[src/common/ppk_pkg.sv]
// Package: register map, field positions and reset values of the pad keeper block
package ppk_pkg;
   // ---------------------------------------------------------------
   // Register map
   // ---------------------------------------------------------------
   localparam int          ADDR_W          = 16;
   localparam int          DATA_W          = 16;
   localparam int          CTRL_W          = 8;
   localparam logic [15:0] PAD_KEEPER_CTRL = 16'h8800;
   localparam logic [15:0] RESERVED_RD     = 16'h0000;
   localparam logic [7:0]  CTRL_RESET      = 8'h00;
   // ---------------------------------------------------------------
   // Field positions
   // ---------------------------------------------------------------
   localparam int BIT_ADDR_HOLD  = 0;
   localparam int BIT_DATA_HOLD  = 1;
   localparam int BIT_EMIF_CTRL  = 2;
   localparam int BIT_HOST_DATA  = 3;
   localparam int BIT_HOST_CTRL  = 4;
   localparam int BIT_WDOG_OUT   = 5;
   localparam int BIT_TEST_PINS  = 6;
   localparam int BIT_DEBUG_PINS = 7;
   // ---------------------------------------------------------------
   // Pin group widths
   // ---------------------------------------------------------------
   localparam int HOST_DATA_W = 8;
   localparam int EXT_DATA_W  = 32;
   localparam int EXT_ADDR_W  = 20;
   localparam int EMIF_CTRL_W = 16;
   localparam int HOST_CTRL_W = 11;
endpackage : ppk_pkg

[src/common/ppk_reg_if.sv]
// Interface: control bits from the register file to the pad enable logic
interface ppk_reg_if;
   logic [ppk_pkg::CTRL_W-1:0] ctrl;
   modport regs (output ctrl);
   modport pads (input  ctrl);
endinterface : ppk_reg_if

[src/rtl/ppk_pad_enables.sv]
// Module: turns disable bits into per-pin keeper and pull enables
module ppk_pad_enables (
   // Clock and reset
   input  wire logic                         clk,
   input  wire logic                         rst_n,
   // Control bits
   ppk_reg_if.pads                           cfg,
   // Pad enables, high enables the keeper or pull
   output logic                              debug_line1_pu_en,
   output logic                              debug_line0_pu_en,
   output logic [3:0]                        test_pull_en,
   output logic                              wdog_out_pu_en,
   output logic                              host_ctrl_line0_pu_en,
   output logic                              host_ctrl_line1_pd_en,
   output logic [ppk_pkg::HOST_CTRL_W-1:0]   host_ctrl_other_pu_en,
   output logic [ppk_pkg::HOST_DATA_W-1:0]   host_data_hold_en,
   output logic [ppk_pkg::EMIF_CTRL_W-1:0]   emif_ctrl_keep_en,
   output logic [ppk_pkg::EXT_DATA_W-1:0]    ext_data_hold_en,
   output logic [ppk_pkg::EXT_ADDR_W-1:0]    ext_addr_hold_en
);
   // ---------------------------------------------------------------
   // Enable decode
   // ---------------------------------------------------------------
   // Enables depend on the bit only; pin function is never looked at
   wire en_dbg  = ~cfg.ctrl[ppk_pkg::BIT_DEBUG_PINS];
   wire en_tst  = ~cfg.ctrl[ppk_pkg::BIT_TEST_PINS];
   wire en_wdg  = ~cfg.ctrl[ppk_pkg::BIT_WDOG_OUT];
   wire en_hc   = ~cfg.ctrl[ppk_pkg::BIT_HOST_CTRL];
   wire en_hd   = ~cfg.ctrl[ppk_pkg::BIT_HOST_DATA];
   wire en_pc   = ~cfg.ctrl[ppk_pkg::BIT_EMIF_CTRL];
   wire en_pd   = ~cfg.ctrl[ppk_pkg::BIT_DATA_HOLD];
   wire en_pa   = ~cfg.ctrl[ppk_pkg::BIT_ADDR_HOLD];

   // Registered so every top output comes straight from a flop;
   // reset value matches the all-enabled state of a cleared register
   always_ff @(posedge clk or negedge rst_n) begin
      if (!rst_n) begin
         debug_line1_pu_en     <= 1'b1;
         debug_line0_pu_en     <= 1'b1;
         test_pull_en          <= '1;
         wdog_out_pu_en        <= 1'b1;
         host_ctrl_line0_pu_en <= 1'b1;
         host_ctrl_line1_pd_en <= 1'b1;
         host_ctrl_other_pu_en <= '1;
         host_data_hold_en     <= '1;
         emif_ctrl_keep_en     <= '1;
         ext_data_hold_en      <= '1;
         ext_addr_hold_en      <= '1;
      end else begin
         debug_line1_pu_en     <= en_dbg;
         debug_line0_pu_en     <= en_dbg;
         test_pull_en          <= {4{en_tst}};
         wdog_out_pu_en        <= en_wdg;
         host_ctrl_line0_pu_en <= en_hc;
         host_ctrl_line1_pd_en <= en_hc;
         host_ctrl_other_pu_en <= {ppk_pkg::HOST_CTRL_W{en_hc}};
         host_data_hold_en     <= {ppk_pkg::HOST_DATA_W{en_hd}};
         emif_ctrl_keep_en     <= {ppk_pkg::EMIF_CTRL_W{en_pc}};
         ext_data_hold_en      <= {ppk_pkg::EXT_DATA_W{en_pd}};
         ext_addr_hold_en      <= {ppk_pkg::EXT_ADDR_W{en_pa}};
      end
   end

   // ---------------------------------------------------------------
   // Checks
   // ---------------------------------------------------------------
   AST_DEBUG_FOLLOWS: assert property (@(posedge clk) disable iff (!rst_n)
      debug_line0_pu_en == debug_line1_pu_en)
      else $error("debug pullups disagree");
   AST_HOST_PAIR: assert property (@(posedge clk) disable iff (!rst_n)
      host_ctrl_line0_pu_en == host_ctrl_line1_pd_en)
      else $error("host control pulls disagree");
endmodule : ppk_pad_enables

[src/rtl/ppk_top.sv]
// Module: pad keeper control register with its read and write port
// ---------------------------------------------------------------
// Summary of operation
// - One 16-bit register at 0x8800, low eight bits read/write, reset zero
// - Bit 7 set turns off pullups on both debug lines
// - Bit 6 set turns off test-access pullups and pulldown
// - Bit 5 set turns off the watchdog output pullup
// - Bit 4 set turns off host control line0 pullup, line1 pulldown
// - Bit 3 set turns off holders on eight host data lines
// - Bit 2 set turns off memory interface control holders and pullups
// - Bit 1 set turns off holders on 32 external data lines
// - Bit 0 set turns off holders on external address bits 21..2
// - Enables follow their bit alone, whatever the pin's function
module ppk_top (
   // Clock and reset
   input  wire logic                        clk,
   input  wire logic                        rst_n,
   // Register port
   input  wire logic [ppk_pkg::ADDR_W-1:0]  reg_addr,
   input  wire logic [ppk_pkg::DATA_W-1:0]  reg_wdata,
   input  wire logic                        reg_wr,
   input  wire logic                        reg_rd,
   output logic      [ppk_pkg::DATA_W-1:0]  reg_rdata,
   // Pad enables, high enables the keeper or pull
   output logic                             debug_line1_pu_en,
   output logic                             debug_line0_pu_en,
   output logic      [3:0]                  test_pull_en,
   output logic                             wdog_out_pu_en,
   output logic                             host_ctrl_line0_pu_en,
   output logic                             host_ctrl_line1_pd_en,
   output logic [ppk_pkg::HOST_CTRL_W-1:0]  host_ctrl_other_pu_en,
   output logic [ppk_pkg::HOST_DATA_W-1:0]  host_data_hold_en,
   output logic [ppk_pkg::EMIF_CTRL_W-1:0]  emif_ctrl_keep_en,
   output logic [ppk_pkg::EXT_DATA_W-1:0]   ext_data_hold_en,
   output logic [ppk_pkg::EXT_ADDR_W-1:0]   ext_addr_hold_en
);
   // ---------------------------------------------------------------
   // Register decode
   // ---------------------------------------------------------------
   logic [ppk_pkg::CTRL_W-1:0] ctrl_q;
   logic [ppk_pkg::CTRL_W-1:0] ctrl_d;
   logic [ppk_pkg::DATA_W-1:0] rdata_d;
   ppk_reg_if                  cfg_if ();

   // ---------------------------------------------------------------
   // Helpers
   // ---------------------------------------------------------------
   // Zero-extends the stored byte to bus width; reserved bits stay low
   // so software never sees stale write data in the upper byte
   function automatic logic [ppk_pkg::DATA_W-1:0] widen(
      input logic [ppk_pkg::CTRL_W-1:0] v
   );
      return ppk_pkg::DATA_W'(v);
   endfunction : widen

   // Write data bits, one per pin group
   wire w_dbg = reg_wdata[ppk_pkg::BIT_DEBUG_PINS];
   wire w_tst = reg_wdata[ppk_pkg::BIT_TEST_PINS];
   wire w_wdg = reg_wdata[ppk_pkg::BIT_WDOG_OUT];
   wire w_hc  = reg_wdata[ppk_pkg::BIT_HOST_CTRL];
   wire w_hd  = reg_wdata[ppk_pkg::BIT_HOST_DATA];
   wire w_pc  = reg_wdata[ppk_pkg::BIT_EMIF_CTRL];
   wire w_pd  = reg_wdata[ppk_pkg::BIT_DATA_HOLD];
   wire w_pa  = reg_wdata[ppk_pkg::BIT_ADDR_HOLD];
   // Stored bits, one per pin group
   wire c_dbg = ctrl_q[ppk_pkg::BIT_DEBUG_PINS];
   wire c_tst = ctrl_q[ppk_pkg::BIT_TEST_PINS];
   wire c_wdg = ctrl_q[ppk_pkg::BIT_WDOG_OUT];
   wire c_hc  = ctrl_q[ppk_pkg::BIT_HOST_CTRL];
   wire c_hd  = ctrl_q[ppk_pkg::BIT_HOST_DATA];
   wire c_pc  = ctrl_q[ppk_pkg::BIT_EMIF_CTRL];
   wire c_pd  = ctrl_q[ppk_pkg::BIT_DATA_HOLD];
   wire c_pa  = ctrl_q[ppk_pkg::BIT_ADDR_HOLD];

   wire hit    = (reg_addr == ppk_pkg::PAD_KEEPER_CTRL);
   wire wr_hit = reg_wr & hit;
   wire rd_hit = reg_rd & hit;

   // Only the low byte is stored; upper write bits are dropped
   assign ctrl_d = wr_hit ? reg_wdata[ppk_pkg::CTRL_W-1:0] : ctrl_q;
   // Unmapped reads and idle cycles return zero
   assign rdata_d = rd_hit ? widen(ctrl_q) : ppk_pkg::RESERVED_RD;
   assign cfg_if.ctrl = ctrl_q;

   // Control register, all pulls and keepers enabled out of reset
   always_ff @(posedge clk or negedge rst_n) begin
      if (!rst_n) begin
         ctrl_q <= ppk_pkg::CTRL_RESET;
      end else begin
         ctrl_q <= ctrl_d;
      end
   end

   // Read data stands only in the cycle after the strobe
   always_ff @(posedge clk or negedge rst_n) begin
      if (!rst_n) begin
         reg_rdata <= ppk_pkg::RESERVED_RD;
      end else begin
         reg_rdata <= rdata_d;
      end
   end

   // ---------------------------------------------------------------
   // Pad enable stage
   // ---------------------------------------------------------------
   ppk_pad_enables u_pads (
      .clk                   (clk),
      .rst_n                 (rst_n),
      .cfg                   (cfg_if.pads),
      .debug_line1_pu_en     (debug_line1_pu_en),
      .debug_line0_pu_en     (debug_line0_pu_en),
      .test_pull_en          (test_pull_en),
      .wdog_out_pu_en        (wdog_out_pu_en),
      .host_ctrl_line0_pu_en (host_ctrl_line0_pu_en),
      .host_ctrl_line1_pd_en (host_ctrl_line1_pd_en),
      .host_ctrl_other_pu_en (host_ctrl_other_pu_en),
      .host_data_hold_en     (host_data_hold_en),
      .emif_ctrl_keep_en     (emif_ctrl_keep_en),
      .ext_data_hold_en      (ext_data_hold_en),
      .ext_addr_hold_en      (ext_addr_hold_en)
   );

   // ---------------------------------------------------------------
   // Checks
   // ---------------------------------------------------------------
   AST_WRITE_STORES: assert property (@(posedge clk) disable iff (!rst_n)
      wr_hit |=> ctrl_q == $past(reg_wdata[7:0]))
      else $error("write not stored");
   AST_READ_BACK: assert property (@(posedge clk) disable iff (!rst_n)
      rd_hit |=> reg_rdata == widen($past(ctrl_q)))
      else $error("read data wrong");
   AST_UPPER_ZERO: assert property (@(posedge clk) disable iff (!rst_n)
      reg_rdata[15:8] == 8'h00)
      else $error("reserved bits not zero");
   AST_MISS_ZERO: assert property (@(posedge clk) disable iff (!rst_n)
      (reg_rd && !hit) |=> reg_rdata == 16'h0000)
      else $error("unmapped read not zero");
   AST_NO_WRITE_HOLD: assert property (@(posedge clk) disable iff (!rst_n)
      !wr_hit |=> $stable(ctrl_q))
      else $error("register changed without write");
   AST_DEBUG_PU: assert property (@(posedge clk) disable iff (!rst_n)
      ##1 debug_line0_pu_en == !$past(ctrl_q[7]))
      else $error("debug pullup mismatch");
   AST_TEST_PU: assert property (@(posedge clk) disable iff (!rst_n)
      ##1 test_pull_en == {4{!$past(ctrl_q[6])}})
      else $error("test pull mismatch");
   AST_WDOG_PU: assert property (@(posedge clk) disable iff (!rst_n)
      ##1 wdog_out_pu_en == !$past(ctrl_q[5]))
      else $error("watchdog pullup mismatch");
   AST_HOST_CTRL: assert property (@(posedge clk) disable iff (!rst_n)
      ##1 host_ctrl_line1_pd_en == !$past(ctrl_q[4]))
      else $error("host control pull mismatch");
   AST_HOST_DATA: assert property (@(posedge clk) disable iff (!rst_n)
      wr_hit |=> ##1 host_data_hold_en == {8{!$past(reg_wdata[3], 2)}})
      else $error("host data hold mismatch");
   AST_EMIF_CTRL: assert property (@(posedge clk) disable iff (!rst_n)
      ##1 emif_ctrl_keep_en == {16{!$past(ctrl_q[2])}})
      else $error("emif control keeper mismatch");
   AST_DATA_HOLD: assert property (@(posedge clk) disable iff (!rst_n)
      ##1 ext_data_hold_en == {32{!$past(ctrl_q[1])}})
      else $error("data hold mismatch");
   AST_ADDR_HOLD: assert property (@(posedge clk) disable iff (!rst_n)
      ##1 ext_addr_hold_en == {20{!$past(ctrl_q[0])}})
      else $error("address hold mismatch");

   // ---------------------------------------------------------------
   // Checks: a set bit turns its group off two edges after the write
   // ---------------------------------------------------------------
   // Two edges: one to store the bit, one for the registered enable
   AST_D1_OFF: assert property (@(posedge clk) disable iff (!rst_n)
      (wr_hit && w_dbg) |=> ##1 !debug_line1_pu_en)
      else $error("debug line1 pullup not off");
   AST_D0_OFF: assert property (@(posedge clk) disable iff (!rst_n)
      (wr_hit && w_dbg) |=> ##1 !debug_line0_pu_en)
      else $error("debug line0 pullup not off");
   AST_TP_OFF: assert property (@(posedge clk) disable iff (!rst_n)
      (wr_hit && w_tst) |=> ##1 test_pull_en == '0)
      else $error("test pulls not off");
   AST_WD_OFF: assert property (@(posedge clk) disable iff (!rst_n)
      (wr_hit && w_wdg) |=> ##1 !wdog_out_pu_en)
      else $error("watchdog pullup not off");
   AST_H0_OFF: assert property (@(posedge clk) disable iff (!rst_n)
      (wr_hit && w_hc) |=> ##1 !host_ctrl_line0_pu_en)
      else $error("host line0 pullup not off");
   AST_H1_OFF: assert property (@(posedge clk) disable iff (!rst_n)
      (wr_hit && w_hc) |=> ##1 !host_ctrl_line1_pd_en)
      else $error("host line1 pulldown not off");
   AST_HO_OFF: assert property (@(posedge clk) disable iff (!rst_n)
      (wr_hit && w_hc) |=> ##1 host_ctrl_other_pu_en == '0)
      else $error("host control pullups not off");
   AST_HD_OFF: assert property (@(posedge clk) disable iff (!rst_n)
      (wr_hit && w_hd) |=> ##1 host_data_hold_en == '0)
      else $error("host data holders not off");
   AST_PC_OFF: assert property (@(posedge clk) disable iff (!rst_n)
      (wr_hit && w_pc) |=> ##1 emif_ctrl_keep_en == '0)
      else $error("memory control keepers not off");
   AST_PD_OFF: assert property (@(posedge clk) disable iff (!rst_n)
      (wr_hit && w_pd) |=> ##1 ext_data_hold_en == '0)
      else $error("data holders not off");
   AST_PA_OFF: assert property (@(posedge clk) disable iff (!rst_n)
      (wr_hit && w_pa) |=> ##1 ext_addr_hold_en == '0)
      else $error("address holders not off");

   // ---------------------------------------------------------------
   // Checks: a cleared bit turns its group back on
   // ---------------------------------------------------------------
   AST_D1_ON: assert property (@(posedge clk) disable iff (!rst_n)
      (wr_hit && !w_dbg) |=> ##1 debug_line1_pu_en)
      else $error("debug line1 pullup not on");
   AST_D0_ON: assert property (@(posedge clk) disable iff (!rst_n)
      (wr_hit && !w_dbg) |=> ##1 debug_line0_pu_en)
      else $error("debug line0 pullup not on");
   AST_TP_ON: assert property (@(posedge clk) disable iff (!rst_n)
      (wr_hit && !w_tst) |=> ##1 test_pull_en == '1)
      else $error("test pulls not on");
   AST_WD_ON: assert property (@(posedge clk) disable iff (!rst_n)
      (wr_hit && !w_wdg) |=> ##1 wdog_out_pu_en)
      else $error("watchdog pullup not on");
   AST_H0_ON: assert property (@(posedge clk) disable iff (!rst_n)
      (wr_hit && !w_hc) |=> ##1 host_ctrl_line0_pu_en)
      else $error("host line0 pullup not on");
   AST_H1_ON: assert property (@(posedge clk) disable iff (!rst_n)
      (wr_hit && !w_hc) |=> ##1 host_ctrl_line1_pd_en)
      else $error("host line1 pulldown not on");
   AST_HO_ON: assert property (@(posedge clk) disable iff (!rst_n)
      (wr_hit && !w_hc) |=> ##1 host_ctrl_other_pu_en == '1)
      else $error("host control pullups not on");
   AST_HD_ON: assert property (@(posedge clk) disable iff (!rst_n)
      (wr_hit && !w_hd) |=> ##1 host_data_hold_en == '1)
      else $error("host data holders not on");
   AST_PC_ON: assert property (@(posedge clk) disable iff (!rst_n)
      (wr_hit && !w_pc) |=> ##1 emif_ctrl_keep_en == '1)
      else $error("memory control keepers not on");
   AST_PD_ON: assert property (@(posedge clk) disable iff (!rst_n)
      (wr_hit && !w_pd) |=> ##1 ext_data_hold_en == '1)
      else $error("data holders not on");
   AST_PA_ON: assert property (@(posedge clk) disable iff (!rst_n)
      (wr_hit && !w_pa) |=> ##1 ext_addr_hold_en == '1)
      else $error("address holders not on");

   // ---------------------------------------------------------------
   // Checks: no write means no enable moves
   // ---------------------------------------------------------------
   // Pads must not glitch on reads or on writes to other addresses
   AST_D1_HOLD: assert property (@(posedge clk) disable iff (!rst_n)
      !wr_hit |=> ##1 $stable(debug_line1_pu_en))
      else $error("debug line1 pullup moved");
   AST_D0_HOLD: assert property (@(posedge clk) disable iff (!rst_n)
      !wr_hit |=> ##1 $stable(debug_line0_pu_en))
      else $error("debug line0 pullup moved");
   AST_TP_HOLD: assert property (@(posedge clk) disable iff (!rst_n)
      !wr_hit |=> ##1 $stable(test_pull_en))
      else $error("test pulls moved");
   AST_WD_HOLD: assert property (@(posedge clk) disable iff (!rst_n)
      !wr_hit |=> ##1 $stable(wdog_out_pu_en))
      else $error("watchdog pullup moved");
   AST_H0_HOLD: assert property (@(posedge clk) disable iff (!rst_n)
      !wr_hit |=> ##1 $stable(host_ctrl_line0_pu_en))
      else $error("host line0 pullup moved");
   AST_H1_HOLD: assert property (@(posedge clk) disable iff (!rst_n)
      !wr_hit |=> ##1 $stable(host_ctrl_line1_pd_en))
      else $error("host line1 pulldown moved");
   AST_HO_HOLD: assert property (@(posedge clk) disable iff (!rst_n)
      !wr_hit |=> ##1 $stable(host_ctrl_other_pu_en))
      else $error("host control pullups moved");
   AST_HD_HOLD: assert property (@(posedge clk) disable iff (!rst_n)
      !wr_hit |=> ##1 $stable(host_data_hold_en))
      else $error("host data holders moved");
   AST_PC_HOLD: assert property (@(posedge clk) disable iff (!rst_n)
      !wr_hit |=> ##1 $stable(emif_ctrl_keep_en))
      else $error("memory control keepers moved");
   AST_PD_HOLD: assert property (@(posedge clk) disable iff (!rst_n)
      !wr_hit |=> ##1 $stable(ext_data_hold_en))
      else $error("data holders moved");
   AST_PA_HOLD: assert property (@(posedge clk) disable iff (!rst_n)
      !wr_hit |=> ##1 $stable(ext_addr_hold_en))
      else $error("address holders moved");

   // ---------------------------------------------------------------
   // Checks: rewriting a bit with its own value leaves its group alone
   // ---------------------------------------------------------------
   // Groups are independent, so a write aimed at one never upsets another
   AST_D1_KEEP: assert property (@(posedge clk) disable iff (!rst_n)
      (wr_hit && w_dbg == c_dbg) |=> ##1 $stable(debug_line1_pu_en))
      else $error("debug line1 pullup upset");
   AST_D0_KEEP: assert property (@(posedge clk) disable iff (!rst_n)
      (wr_hit && w_dbg == c_dbg) |=> ##1 $stable(debug_line0_pu_en))
      else $error("debug line0 pullup upset");
   AST_TP_KEEP: assert property (@(posedge clk) disable iff (!rst_n)
      (wr_hit && w_tst == c_tst) |=> ##1 $stable(test_pull_en))
      else $error("test pulls upset");
   AST_WD_KEEP: assert property (@(posedge clk) disable iff (!rst_n)
      (wr_hit && w_wdg == c_wdg) |=> ##1 $stable(wdog_out_pu_en))
      else $error("watchdog pullup upset");
   AST_H0_KEEP: assert property (@(posedge clk) disable iff (!rst_n)
      (wr_hit && w_hc == c_hc) |=> ##1 $stable(host_ctrl_line0_pu_en))
      else $error("host line0 pullup upset");
   AST_H1_KEEP: assert property (@(posedge clk) disable iff (!rst_n)
      (wr_hit && w_hc == c_hc) |=> ##1 $stable(host_ctrl_line1_pd_en))
      else $error("host line1 pulldown upset");
   AST_HO_KEEP: assert property (@(posedge clk) disable iff (!rst_n)
      (wr_hit && w_hc == c_hc) |=> ##1 $stable(host_ctrl_other_pu_en))
      else $error("host control pullups upset");
   AST_HD_KEEP: assert property (@(posedge clk) disable iff (!rst_n)
      (wr_hit && w_hd == c_hd) |=> ##1 $stable(host_data_hold_en))
      else $error("host data holders upset");
   AST_PC_KEEP: assert property (@(posedge clk) disable iff (!rst_n)
      (wr_hit && w_pc == c_pc) |=> ##1 $stable(emif_ctrl_keep_en))
      else $error("memory control keepers upset");
   AST_PD_KEEP: assert property (@(posedge clk) disable iff (!rst_n)
      (wr_hit && w_pd == c_pd) |=> ##1 $stable(ext_data_hold_en))
      else $error("data holders upset");
   AST_PA_KEEP: assert property (@(posedge clk) disable iff (!rst_n)
      (wr_hit && w_pa == c_pa) |=> ##1 $stable(ext_addr_hold_en))
      else $error("address holders upset");
endmodule : ppk_top

[config.mk]
export PLATFORM = sky130hd
export DESIGN_NAME = ppk_top
export DESIGN_NICKNAME = d
export VERILOG_FILES = /design/src/common/ppk_pkg.sv /design/src/common/ppk_reg_if.sv /design/src/rtl/ppk_pad_enables.sv /design/src/rtl/ppk_top.sv
export SDC_FILE = /design/constraint.sdc
export NUM_CORES = 1
export LEC_CHECK = 0
export ABC_AREA = 1
export CAP_MARGIN = 10
export CORE_ASPECT_RATIO = 0.75
export CORE_UTILIZATION = 50
export DETAILED_ROUTE_END_ITERATION = 8
export DONT_BUFFER_PORTS = 1
export HOLD_SLACK_MARGIN = 0.08
export PLACE_DENSITY_LB_ADDON = 0.12
export SLEW_MARGIN = 25
export SYNTH_ARGS = -nofsm -noshare
export SYNTH_HDL_FRONTEND = slang
export SYNTH_SLANG_ARGS = --single-unit
[constraint.sdc]
create_clock -name clk -period 2.2 [get_ports clk]
set_input_delay 0.11 -clock clk [delete_from_list [all_inputs] [get_ports clk]]
set_output_delay 0.11 -clock clk [all_outputs]
set_load 0.01 [all_outputs]
==> metrics.log, run 1 <==
INFO  metric floorplan.die.width = 68.8 microns
INFO  metric num_rows = 17
INFO  metric power.density = 589 mW/mm^2
INFO  metric floorplan.die.height = 52.1 microns
INFO  metric detail_route.wirelength = 2030 microns
INFO  metric synth_top_family_by_area = buffers and inverters
INFO  metric ys_warn_count = 0
INFO  metric number_of_enable_type_register_cells_in_the_synthesized_netlist = 0
INFO  metric p_leak = 0.610 nW
INFO  metric cts_htree_levels = 1
INFO  metric grt_setup_unrepaired = false
INFO  metric drtPass1Iterations = 4
INFO  metric number_of_global_route_vias_before_repair = 730
INFO  metric routed_wire_length_per_instance = 12.9 microns
INFO  metric setup_viol = 0
INFO  metric worst_slew_slack_as_a_fraction_of_its_limit = 47.6%
INFO  metric root_buffer = sky130_fd_sc_hd__clkbuf_8
INFO  metric setup_tns_final = 0 ns
INFO  metric syn-cell-area = 0.00168 sq mm
INFO  metric synth-async-reset-ratio = 100%
INFO  metric worst-setup-path-type = primary input to flop
INFO  metric layout-drive-gt1-share = 23.5%
INFO  metric synthSimpleGateAreaFrac = 17.8%
INFO  metric compound_gate_portion_of_the_synthesized_area = 0%
INFO  metric timing.final.max_slew_violations = 0
INFO  metric clock.fmax = 574 MHz
INFO  metric tritoncts_clock_tree = done
INFO  metric worst_setup_path_start_kind = primary input
INFO  metric grt_max_degree = 33
INFO  metric ys_dominant_reg_cell = sky130_fd_sc_hd__dfrtp_1
INFO  metric maxCapViolations = 0
INFO  metric crit_path_max_fanout = 1
INFO  metric antenna_found_initial = 0
INFO  metric worst_setup_path_end_kind = flop
INFO  metric boundaryPins = 148
INFO  metric detail-route-antenna-nets = 0
INFO  metric yosys-top-cells-count = sky130_fd_sc_hd__buf_4 (96), sky130_fd_sc_hd__dfrtp_1 (16), sky130_fd_sc_hd__nand2_1 (16)
INFO  metric yosysUniqueCellTypes = 15
INFO  metric insertion_delay = 0.26 ns
INFO  metric outcome = complete, no violations
INFO  metric dr.first_iter.drc_count = 34
INFO  metric finalHoldViolCount = 0
INFO  metric layout_min_cycle_time = 1.74 ns
INFO  metric cts_bufs_inserted = 3
INFO  metric drc = 0
INFO  metric initial_core_utilization = 54.7%
INFO  metric clkSinkCount = 24
INFO  metric xor_and_xnor_area_share_after_synthesis = 0%
INFO  metric grt_overflow_total = 0
INFO  metric critPathRequiredTime = 2.35 ns
INFO  metric worst_setup_hold_path_clk_slew = 0.08 ns
INFO  metric synthMostInstantiatedCell = sky130_fd_sc_hd__buf_4
INFO  metric crit_arrival = 1.89 ns
INFO  metric floorplan.die_area = 0.00359 sq mm
INFO  metric peakVddDrop = 0.255 mV
INFO  metric layout-area-overhead-vs-synth = -21.5%
INFO  metric gp_congestion = 0.721
INFO  metric netlist.top_cell.by_area = sky130_fd_sc_hd__buf_4
INFO  metric muxShareOfSynthArea = 0%
INFO  metric layout.nets = 156
INFO  metric synth_fa_ha_area_share = 0%
INFO  metric finalHoldWorstSlack = 0.0846 ns
INFO  metric drt-vias-per-instance = 4.61
INFO  metric port_buffers = 0
INFO  metric synth_top_cells_by_area = sky130_fd_sc_hd__buf_4 (43%), sky130_fd_sc_hd__dfrtp_1 (24%), sky130_fd_sc_hd__dfstp_2 (13%), sky130_fd_sc_hd__nand2_1 (3.6%), sky130_fd_sc_hd__nand4_1 (3.0%)
INFO  metric clock-skew-final = 0.00105 ns
INFO  metric maximum_number_of_buffers_from_clock_root_to_sink = 2
INFO  metric min_path_type = primary input to flop
INFO  metric core_region_area = 0.00306 sq mm
INFO  metric share_of_the_synthesized_area_in_the_top_cell_type = 43.0%
INFO  metric antennaDiodeCount = 0
INFO  metric route.vias.total = 724
INFO  metric timing_worst_slew_pin_value = 0.787 ns
INFO  metric synth.yosys.seq_area_share = 36.4%
INFO  metric postSynthCellCount = 181
INFO  metric average_footprint_of_a_synthesized_cell = 9.26 sq um
INFO  metric grt_usage = 12.5%
INFO  metric yosys_register_bits = 24
INFO  metric detailedPlacementHpwl = 1330 microns
INFO  metric cts_resized = 0
INFO  metric finalCritPeriodShare = 79.1%
INFO  metric wire_length_of_the_first_global_routing_pass = 3170 microns
==> metrics by stage <==
step / cells / util [%] / total power, mW / setup WS [ns] / area [sq um]
6_report: 157 / 42.9 / 0.775 / 0.459 / 1320
5_1_grt: 157 / 42.9 / 0.815 / 0.446 / 1320
4_1_cts: 156 / 42.8 / 0.787 / 0.494 / 1310
3_5_place_dp: 130 / 33.8 / 0.469 / 0.940 / 1030
3_3_place_gp: 130 / 33.8 / 0.469 / 0.940 / 1030
2_1_floorplan: 188 / - / 0.483 / 1.11 / 1700
==> cells in the final DEF, fill, tap and decap left out, types with 2 or more instances in the layout <==
cell	netlist	final
sky130_fd_sc_hd__clkbuf_8	0	4
sky130_fd_sc_hd__conb_1	1	8
sky130_fd_sc_hd__dfrtp_1	16	16
sky130_fd_sc_hd__dfstp_2	8	7
sky130_fd_sc_hd__dlygate4sd3_1	0	22
sky130_fd_sc_hd__inv_1	10	10
sky130_fd_sc_hd__nand2_1	16	16
sky130_fd_sc_hd__nand2_2	3	3
sky130_fd_sc_hd__nand3_4	2	2
sky130_fd_sc_hd__nand4_1	8	8
sky130_fd_sc_hd__nor2_1	11	11
sky130_fd_sc_hd__nor2_2	5	5
sky130_fd_sc_hd__nor2_8	2	2
==> sequential cells by signal, summed over array words and instances (netlist names) <==
name	flops
cfg_if.ctrl	8
reg_rdata	8
u_pads.debug_line1_pu_en	1
u_pads.emif_ctrl_keep_en	1
u_pads.ext_addr_hold_en	1
u_pads.ext_data_hold_en	1
u_pads.host_ctrl_line0_pu_en	1
u_pads.host_data_hold_en	1
u_pads.test_pull_en	1
u_pads.wdog_out_pu_en	1
==> kinds of logic (layout without fill, tap and decap cells) <==
group / after synthesis / in the layout
buffers and inverters: 107 / 38
AND/OR/NAND/NOR: 49 / 49
flip-flops: 24 / 24
other: 1 / 8
==> power breakdown <==
part	internal (mW)	leakage, nW	switching [mW]
logic	0.0162	0.273	0.0249
clock network	0.160	0.0288	0.132
registers	0.442	0.308	0.000416
total	0.617	0.610	0.158
==> cell type report <==
cell class                      instances  area (sq um)
Inverter                               10          37.5
Clock buffer                            4          55.1
Tap cell                               38          47.5
Timing Repair Buffer                   24           233
Fill cell                             304          1750
Sequential cell                        24           614
Multi-Input combinational cell         57           328
==> worst max-delay path, cell delays in order <==
cell and delay (ns):
sky130_fd_sc_hd__dlygate4sd3_1 0.54, sky130_fd_sc_hd__nand4_1 0.10, sky130_fd_sc_hd__dlygate4sd3_1 0.55, sky130_fd_sc_hd__nand2_1 0.05
sky130_fd_sc_hd__dlygate4sd3_1 0.55
==> metal layers <==
metal	share of wire, %	vias to the layer above	wire, microns	track usage, %
met4	0.39	0	8	3.06
met5	0	-	0	0
met2	50	37	1020	21.4
met3	11	2	230	5.70
met1	38	361	768	13.9
li1	-	324	-	-
==> repair_timing <==
item | 4_1_cts | 5_1_grt
hold endpoints to repair | 32 | 16
setup buffers | 0 | 0
hold buffers | 22 | 1
==> path summary, 6_finish.rpt <==
path / cells past startpoint / from / slack [ns] / endpoint
max: 5 / reg_wdata[0] / 0.46 / cfg_if.ctrl[0]$_DFFE_PN0P_
min: 3 / reg_wr / 0.08 / cfg_if.ctrl[5]$_DFFE_PN0P_
max reg2reg: 3 / cfg_if.ctrl[0]$_DFFE_PN0P_ / 1.05 / cfg_if.ctrl[0]$_DFFE_PN0P_
min reg2reg: 1 / cfg_if.ctrl[3]$_DFFE_PN0P_ / 0.40 / u_pads.host_data_hold_en[0]$_DFF_PN1_
max in group asynchronous: 2 / rst_n / 1.48 / u_pads.ext_addr_hold_en[0]$_DFF_PN1_
min in group asynchronous: 2 / rst_n / 0.35 / reg_rdata[6]$_DFF_PN0_
Note: power is estimated with default switching activity, not from simulation.
==> run 2, diff against run 1 <==
--- a/config.mk
+++ b/config.mk
@@ -5,7 +5,7 @@
 export SDC_FILE = /design/constraint.sdc
 export NUM_CORES = 1
 export LEC_CHECK = 0
-export ABC_AREA = 1
+export ABC_AREA = 0
 export CAP_MARGIN = 10
 export CORE_ASPECT_RATIO = 0.75
 export CORE_UTILIZATION = 50
==> constraint.sdc (replaced) <==
create_clock -name clk -period 1.75 [get_ports clk]
set_input_delay 0.0875 -clock clk [delete_from_list [all_inputs] [get_ports clk]]
set_output_delay 0.0875 -clock clk [all_outputs]
set_load 0.01 [all_outputs]
==> run 2 against run 1 <==
Compared with the run above:
- final cell count decreased by 24%
- clock skew increased by 0.0013 ns
- count of clock-buffer cells in the layout unchanged
- die area decreased by 3.9%
- combinational power increased by 5%
- sequential share of layout area increased by 6.8 points
- synthesized area decreased by 4.0%
- design area decreased by 13%
- via count decreased by 25%
- global-route usage decreased by 0.75 points
- non-clock buffer count decreased by 10
- critical endpoint is now ext_data_hold_en[31]
- largest cell class unchanged
- highest routed layer unchanged
==> metrics.log, run 2 <==
INFO  metric wl_met3 = 241 microns
INFO  metric yosys-top-cells-count = sky130_fd_sc_hd__buf_4 (96), sky130_fd_sc_hd__dfrtp_1 (16)
INFO  metric finalWorstSetupSlack = 0.435 ns
INFO  metric ys_dominant_reg_cell = sky130_fd_sc_hd__dfrtp_1
INFO  metric root_buffer = sky130_fd_sc_hd__clkbuf_8
INFO  metric wl_met2 = 875 microns
INFO  metric share_seq_of_total_power = 60.2%
INFO  metric syn-cell-area = 0.00161 sq mm
INFO  metric tritoncts_clock_tree = done
INFO  metric finalHoldViolCount = 0
INFO  metric maxCapViolations = 0
INFO  metric power.switching = 0.187 mW
INFO  metric detail-route-antenna-nets = 0
INFO  metric number_of_global_route_vias_before_repair = 617
INFO  metric worst_setup_path_start_kind = flop
INFO  metric crit_buf_inv = 1
INFO  metric worst_setup_path_end_kind = output port
INFO  metric floorplan.die.width = 67.5 microns
INFO  metric clock.fmax = 761 MHz
INFO  metric critical-path-top-delay-family = flip-flops
INFO  metric antennaDiodeCount = 0
INFO  metric outcome = complete, no violations
INFO  metric antenna_found_initial = 0
INFO  metric synth-async-reset-ratio = 100%
INFO  metric detailedPlacementHpwl = 1230 microns
INFO  metric synthMostInstantiatedCell = sky130_fd_sc_hd__buf_4
INFO  metric port_buffers = 0
INFO  metric grt_setup_unrepaired = false
INFO  metric clkSinkCount = 24
INFO  metric multiInputGateArea = 258 sq um
INFO  metric timing_worst_slew_pin_value = 0.640 ns
INFO  metric worst_reg_to_reg_path_cell_count = 1
INFO  metric worstSetupPathDepth = 1
INFO  metric worst_slew_slack_as_a_fraction_of_its_limit = 57.4%
INFO  metric crit_path_max_fanout = 32
INFO  metric hold_start = reg_rd
INFO  metric initial_core_utilization = 53.6%
INFO  metric internal_power = 0.735 mW
INFO  metric dpl-instance-area = 0.00101 sq mm
INFO  metric critPathRequiredTime = 1.66 ns
INFO  metric master_of_the_slowest_instance_on_the_critical_path = sky130_fd_sc_hd__dfstp_4
INFO  metric min_path_type = primary input to flop
INFO  metric floorplan.die.height = 51.1 microns
INFO  metric layout-drive-gt1-share = 32.9%
INFO  metric num_rows = 17
INFO  metric crit_arrival = 1.23 ns
INFO  metric layout-area-overhead-vs-synth = -28.6%
INFO  metric cts_htree_levels = 1
INFO  metric maximum_number_of_buffers_from_clock_root_to_sink = 2
INFO  metric layout.nets = 119
INFO  metric floorplan.die_area = 0.00345 sq mm
INFO  metric ff_latch_area = 614 sq um
INFO  metric detailedPlace.worstSlack = 0.385 ns
INFO  metric grt_overflow_total = 0
INFO  metric wl_met1 = 623 microns
INFO  metric wire_length_of_the_first_global_routing_pass = 2900 microns
INFO  metric route.vias.total = 546
INFO  metric detail_route.wirelength = 1760 microns
INFO  metric final_cell_area = 0.00115 sq mm
INFO  metric dr.first_iter.drc_count = 2
INFO  metric min_delay_path_depth = 2
INFO  metric clock-skew-final = 0.00239 ns
INFO  metric grt_max_degree = 33
INFO  metric ys_warn_count = 0
INFO  metric gp_congestion = 0.628
INFO  metric regToRegStartpoint = cfg_if.ctrl[2]$_DFFE_PN0P_
INFO  metric boundaryPins = 148
INFO  metric routed_wire_length_per_instance = 14.6 microns
INFO  metric synth.yosys.seq_area_share = 38.0%
INFO  metric clock_power_share = 35.1%
INFO  metric grt_usage = 11.7%
INFO  metric finalCritPeriodShare = 75.1%
INFO  metric worstPathCellList = buf_12
INFO  metric number_of_enable_type_register_cells_in_the_synthesized_netlist = 0
INFO  metric crit_path_start = u_pads.ext_data_hold_en[0]$_DFF_PN1_
INFO  metric power_frac_comb = 4.7%
INFO  metric yosys_register_bits = 24
INFO  metric sw_frac_of_total = 20.3%
INFO  metric netlist.top_cell.by_area = sky130_fd_sc_hd__buf_4
INFO  metric fill_cells = 290
INFO  metric postSynthCellCount = 154
INFO  metric drc = 0
INFO  metric insertion_delay = 0.26 ns
INFO  metric cts_resized = 0
INFO  metric peakVddDrop = 0.314 mV
INFO  metric core_region_area = 0.00300 sq mm
INFO  metric mostFrequentLayoutCell = sky130_fd_sc_hd__dfrtp_1
INFO  metric worst_setup_hold_path_clk_slew = 0.08 ns
INFO  metric share_of_the_synthesized_area_in_the_top_cell_type = 44.8%
INFO  metric setup_tns_final = 0 ns
INFO  metric power.density = 803 mW/mm^2
INFO  metric topRoutingLayerUsed = met4
INFO  metric drt-vias-per-instance = 4.55
INFO  metric setup_viol = 0
INFO  metric yosysUniqueCellTypes = 14
INFO  metric fin_util = 38.3%
INFO  metric p_leak = 0.500 nW
INFO  metric average_footprint_of_a_synthesized_cell = 10.4 sq um
INFO  metric worst-setup-path-type = flop to output port
INFO  metric layout_min_cycle_time = 1.31 ns
INFO  metric synth_top_cells_by_area = sky130_fd_sc_hd__buf_4 (45%), sky130_fd_sc_hd__dfrtp_1 (25%), sky130_fd_sc_hd__dfstp_2 (13%), sky130_fd_sc_hd__mux2_4 (7.5%), sky130_fd_sc_hd__nor3_1 (2.5%)
INFO  metric mostFrequentLayoutCells = sky130_fd_sc_hd__dfrtp_1 (16), sky130_fd_sc_hd__dlygate4sd3_1 (9)
INFO  metric slowest_delay = 0.62 ns
INFO  metric finalHoldWorstSlack = 0.0862 ns
INFO  metric drtPass1Iterations = 3
INFO  metric cts_bufs_inserted = 3
INFO  metric timing.final.max_slew_violations = 0
-- run 2: cell types whose count changed in the layout (fill, tap and decap cells not counted), moves of 7 or more --
cell and delta:
sky130_fd_sc_hd__nand2_1 -16, sky130_fd_sc_hd__dlygate4sd3_1 -13, sky130_fd_sc_hd__nor2_1 -11, sky130_fd_sc_hd__mux2_4 +8
sky130_fd_sc_hd__nor3_1 +8, sky130_fd_sc_hd__nand4_1 -7
-- run 2: worst paths after layout --
path	to	slack [ns]
min reg2reg	u_pads.host_data_hold_en[0]$_DFF_PN1_	0.40
min in group asynchronous	cfg_if.ctrl[4]$_DFFE_PN0P_	0.32
min	reg_rdata[2]$_DFF_PN0_	0.09
max	ext_data_hold_en[31]	0.44
max reg2reg	cfg_if.ctrl[2]$_DFFE_PN0P_	0.99
max in group asynchronous	u_pads.ext_data_hold_en[0]$_DFF_PN1_	1.07
-- run 2: through the flow --
step	cells	power [mW]
after floorplan	161	0.594
after global placement	106	0.582
after detailed placement	106	0.582
after CTS	119	0.939
after global routing	120	0.979
final	120	0.922
-- run 2: per-layer routing --
| layer | track usage (%) | vias up |
|---|---|---|
| met5 | 0 | - |
| met4 | 5.32 | 0 |
| met3 | 4.91 | 2 |
| met2 | 19.1 | 28 |
| met1 | 13.2 | 284 |
| li1 | - | 232 |
-- run 2: power groups by stage --
| stage | Combinational, mW | Sequential [mW] | Clock (mW) |
|---|---|---|---|
| floorplan | 0.0284 | 0.566 | 0 |
| global placement | 0.0162 | 0.566 | 0 |
| detailed placement | 0.0162 | 0.566 | 0 |
| CTS | 0.0432 | 0.555 | 0.341 |
| global route | 0.0487 | 0.555 | 0.375 |
| finish | 0.0431 | 0.555 | 0.324 |
-- run 2: cell families after synthesis --
| kind of cell | share of synthesized area [%] |
|---|---|
| buf+inv | 47.6 |
| flops | 38.0 |
| simple gates | 6.69 |
| other cells | 0.233 |
| mux | 7.47 |
-- run 2: layout make-up --
cell class / count / share of cell area, %
timing repair buffer: 14 / 13.1
multi-input combinational: 31 / 22.4
clock buffer: 4 / 3.92
inverter: 9 / 2.94
tap: 38 / 4.14
sequential: 24 / 53.5
-- run 2: timing repair --
item | 4_1_cts | 5_1_grt
hold buffers | 9 | 1
buffers inserted | 0 | 0
endpoints found under the hold margin | 32 | 16
==> run 3, diff against run 2 <==
--- a/config.mk
+++ b/config.mk
@@ -5,7 +5,7 @@
 export SDC_FILE = /design/constraint.sdc
 export NUM_CORES = 1
 export LEC_CHECK = 0
-export ABC_AREA = 0
+export ABC_AREA = 1
 export CAP_MARGIN = 10
 export CORE_ASPECT_RATIO = 0.75
 export CORE_UTILIZATION = 50
==> constraint.sdc (replaced) <==
create_clock -name clk -period 1.1 [get_ports clk]
set_input_delay 0.055 -clock clk [delete_from_list [all_inputs] [get_ports clk]]
set_output_delay 0.055 -clock clk [all_outputs]
set_load 0.01 [all_outputs]
==> run 3 against run 2 <==
Compared with the run above:
- the flow now finishes with violations (negative setup slack)
- sequential share of layout area shrank 5.5 points
- global-route usage shrank 0.11 points
- sequential cell count is the same
- utilization grew 3.8 points
- combinational power grew 120%
- wire length grew 7.1%
- sequential power grew 59%
- register-to-register slack lost 0.52 ns
- clock skew shrank 0.0017 ns
- die area grew 4.1%
- critical path type unchanged
- critical endpoint is now ext_data_hold_en[16]
==> metrics.log, run 3 (synthesized netlist as in run 1, its figures left out) <==
INFO  metric master_of_the_slowest_instance_on_the_critical_path = sky130_fd_sc_hd__dfstp_4
INFO  metric mostFrequentLayoutCells = sky130_fd_sc_hd__nand2_1 (16), sky130_fd_sc_hd__dfrtp_1 (16), sky130_fd_sc_hd__nor2_1 (11), sky130_fd_sc_hd__dlygate4sd3_1 (11), sky130_fd_sc_hd__inv_1 (10)
INFO  metric global_route.usage.met1 = 12.9%
INFO  metric maxCapViolations = 0
INFO  metric share_seq_of_total_power = 56.5%
INFO  metric port_buffers = 0
INFO  metric fin_util = 42.1%
INFO  metric critPathRequiredTime = 1.04 ns
INFO  metric grt-busiest-layer = met2
INFO  metric grt_overflow_total = 0
INFO  metric initial_core_utilization = 54.7%
INFO  metric drtPass1Iterations = 2
INFO  metric layout_min_cycle_time = 1.30 ns
INFO  metric p_leak = 0.614 nW
INFO  metric critical-path-top-delay-family = flip-flops
INFO  metric finalCritPeriodShare = 118%
INFO  metric layout-drive-gt1-share = 27.9%
INFO  metric peakVddDrop = 0.910 mV
INFO  metric setup_viol = 51
INFO  metric power.density = 1210 mW/mm^2
INFO  metric clock_power_share = 37.5%
INFO  metric timing.final.max_slew_violations = 0
INFO  metric worst_setup_path_start_kind = flop
INFO  metric detail_route.wirelength = 1880 microns
INFO  metric boundaryPins = 148
INFO  metric core_region_area = 0.00306 sq mm
INFO  metric worst_reg_to_reg_path_cell_count = 2
INFO  metric antenna_found_initial = 0
INFO  metric grt_use_met2 = 20.4%
INFO  metric detail-route-antenna-nets = 0
INFO  metric drt-vias-per-instance = 4.58
INFO  metric total_power = 1.56 mW
INFO  metric worstSetupPathDepth = 1
INFO  metric crit_buf_inv = 1
INFO  metric worst_setup_hold_path_clk_slew = 0.08 ns
INFO  metric crit_arrival = 1.25 ns
INFO  metric floorplan.die.height = 52.1 microns
INFO  metric detailedPlacementHpwl = 1370 microns
INFO  metric gp_congestion = 0.697
INFO  metric power_frac_comb = 6.0%
INFO  metric timing_worst_slew_pin_value = 0.506 ns
INFO  metric fill_cells = 323
INFO  metric stdcell_count = 149
INFO  metric floorplan.die.width = 68.8 microns
INFO  metric root_buffer = sky130_fd_sc_hd__clkbuf_8
INFO  metric internal_power = 1.24 mW
INFO  metric cts_htree_levels = 1
INFO  metric worst-setup-path-type = flop to output port
INFO  metric routed_wire_length_per_instance = 12.6 microns
INFO  metric slowest_delay = 0.66 ns
INFO  metric post-place-cells = 133
INFO  metric outcome = finished, violations left
INFO  metric floorplan.die_area = 0.00359 sq mm
INFO  metric num_rows = 17
INFO  metric crit_path_max_fanout = 31
INFO  metric maximum_number_of_buffers_from_clock_root_to_sink = 2
INFO  metric worstPathCellList = buf_16
INFO  metric grt_usage = 11.6%
INFO  metric power.switching = 0.323 mW
INFO  metric min_delay_path_depth = 4
INFO  metric clock.fmax = 768 MHz
INFO  metric worst_slew_slack_as_a_fraction_of_its_limit = 66.3%
INFO  metric drc = 0
INFO  metric violations = negative setup slack
INFO  metric worst_setup_path_end_kind = output port
INFO  metric finalHoldViolCount = 0
INFO  metric antennaDiodeCount = 0
INFO  metric clock-skew-final = 0.000649 ns
INFO  metric grt_setup_unrepaired = true
INFO  metric sw_frac_of_total = 20.7%
INFO  metric layout.nets = 148
INFO  metric clkSinkCount = 24
INFO  metric min_path_type = primary input to flop
INFO  metric cts_bufs_inserted = 3
INFO  metric tritoncts_clock_tree = done
INFO  metric dr.first_iter.drc_count = 15
INFO  metric layout-area-overhead-vs-synth = -23.1%
INFO  metric insertion_delay = 0.26 ns
INFO  metric wire_length_of_the_first_global_routing_pass = 2940 microns
INFO  metric grt_max_degree = 32
INFO  metric number_of_global_route_vias_before_repair = 673
INFO  metric route.vias.total = 682
INFO  metric met3_usage = 4.61%
INFO  metric finalWorstSetupSlack = -0.203 ns
run 3: cell count changes in the layout (fill, tap and decap cells not counted), moves of 3 or more:
cell and delta:
sky130_fd_sc_hd__mux2_4 -8, sky130_fd_sc_hd__nand2_1 +16, sky130_fd_sc_hd__nand2_2 +3, sky130_fd_sc_hd__nand4_1 +7
sky130_fd_sc_hd__nor2_1 +11, sky130_fd_sc_hd__nor2_2 +5, sky130_fd_sc_hd__nor3_1 -8
run 3: timing repair:
action / 4_1_cts / 5_1_grt
endpoints found under the hold margin: 40 / 16
buffers inserted: 0 / 0
resized for setup: 2 / 0
pin swaps: 0 / 0
hold buffers: 11 / 1
endpoints found under the setup margin: 59 / 88
run 3: final cells by class:
cell class                 count  area, sq um  area share [%]
clock buffer                   4         55.1            4.27
inverter                      10         37.5            2.91
multi-input combinational     57          328            25.4
sequential                    24          618            48.0
timing repair buffer          16          203            15.7
tap                           38         47.5            3.69
run 3: per-stage QoR:
stage | setup WS, ns | instance area (sq um) | hold slack, ns | TNS [ns]
floorplan | 0.0602 | 1700 | -0.241 | 0
global placement | 0.0752 | 1110 | -0.240 | 0
detailed placement | 0.0740 | 1110 | -0.240 | 0
CTS | -0.215 | 1280 | 0.0813 | -7.72
global route | -0.259 | 1290 | 0.0894 | -10.09
finish | -0.203 | 1290 | 0.0855 | -6.63
run 3: metal layers:
| layer | wire length, microns | share of wire (%) |
|---|---|---|
| met4 | 10 | 0.53 |
| met5 | 0 | 0 |
| met2 | 987 | 53 |
| met1 | 668 | 36 |
| met3 | 213 | 11 |
run 3: power groups by stage:
stage	Combinational, mW	Clock (mW)	Sequential, mW
floorplan	0.0651	0	0.900
global placement	0.0381	0	0.900
detailed placement	0.0393	0	0.900
CTS	0.0932	0.613	0.883
global route	0.105	0.639	0.883
finish	0.0935	0.585	0.883
run 3: worst paths after layout:
check	start	endpoint	slack, ns
setup / recovery	u_pads.ext_data_hold_en[0]$_DFF_PN1_	ext_data_hold_en[16]	-0.20
hold / removal	reg_addr[15]	cfg_if.ctrl[6]$_DFFE_PN0P_	0.09
setup reg to reg	cfg_if.ctrl[4]$_DFFE_PN0P_	reg_rdata[4]$_DFF_PN0_	0.47
hold reg to reg	cfg_if.ctrl[6]$_DFFE_PN0P_	u_pads.test_pull_en[0]$_DFF_PN1_	0.40
max in group asynchronous	rst_n	u_pads.debug_line1_pu_en$_DFF_PN1_	0.45
min in group asynchronous	rst_n	cfg_if.ctrl[4]$_DFFE_PN0P_	0.28
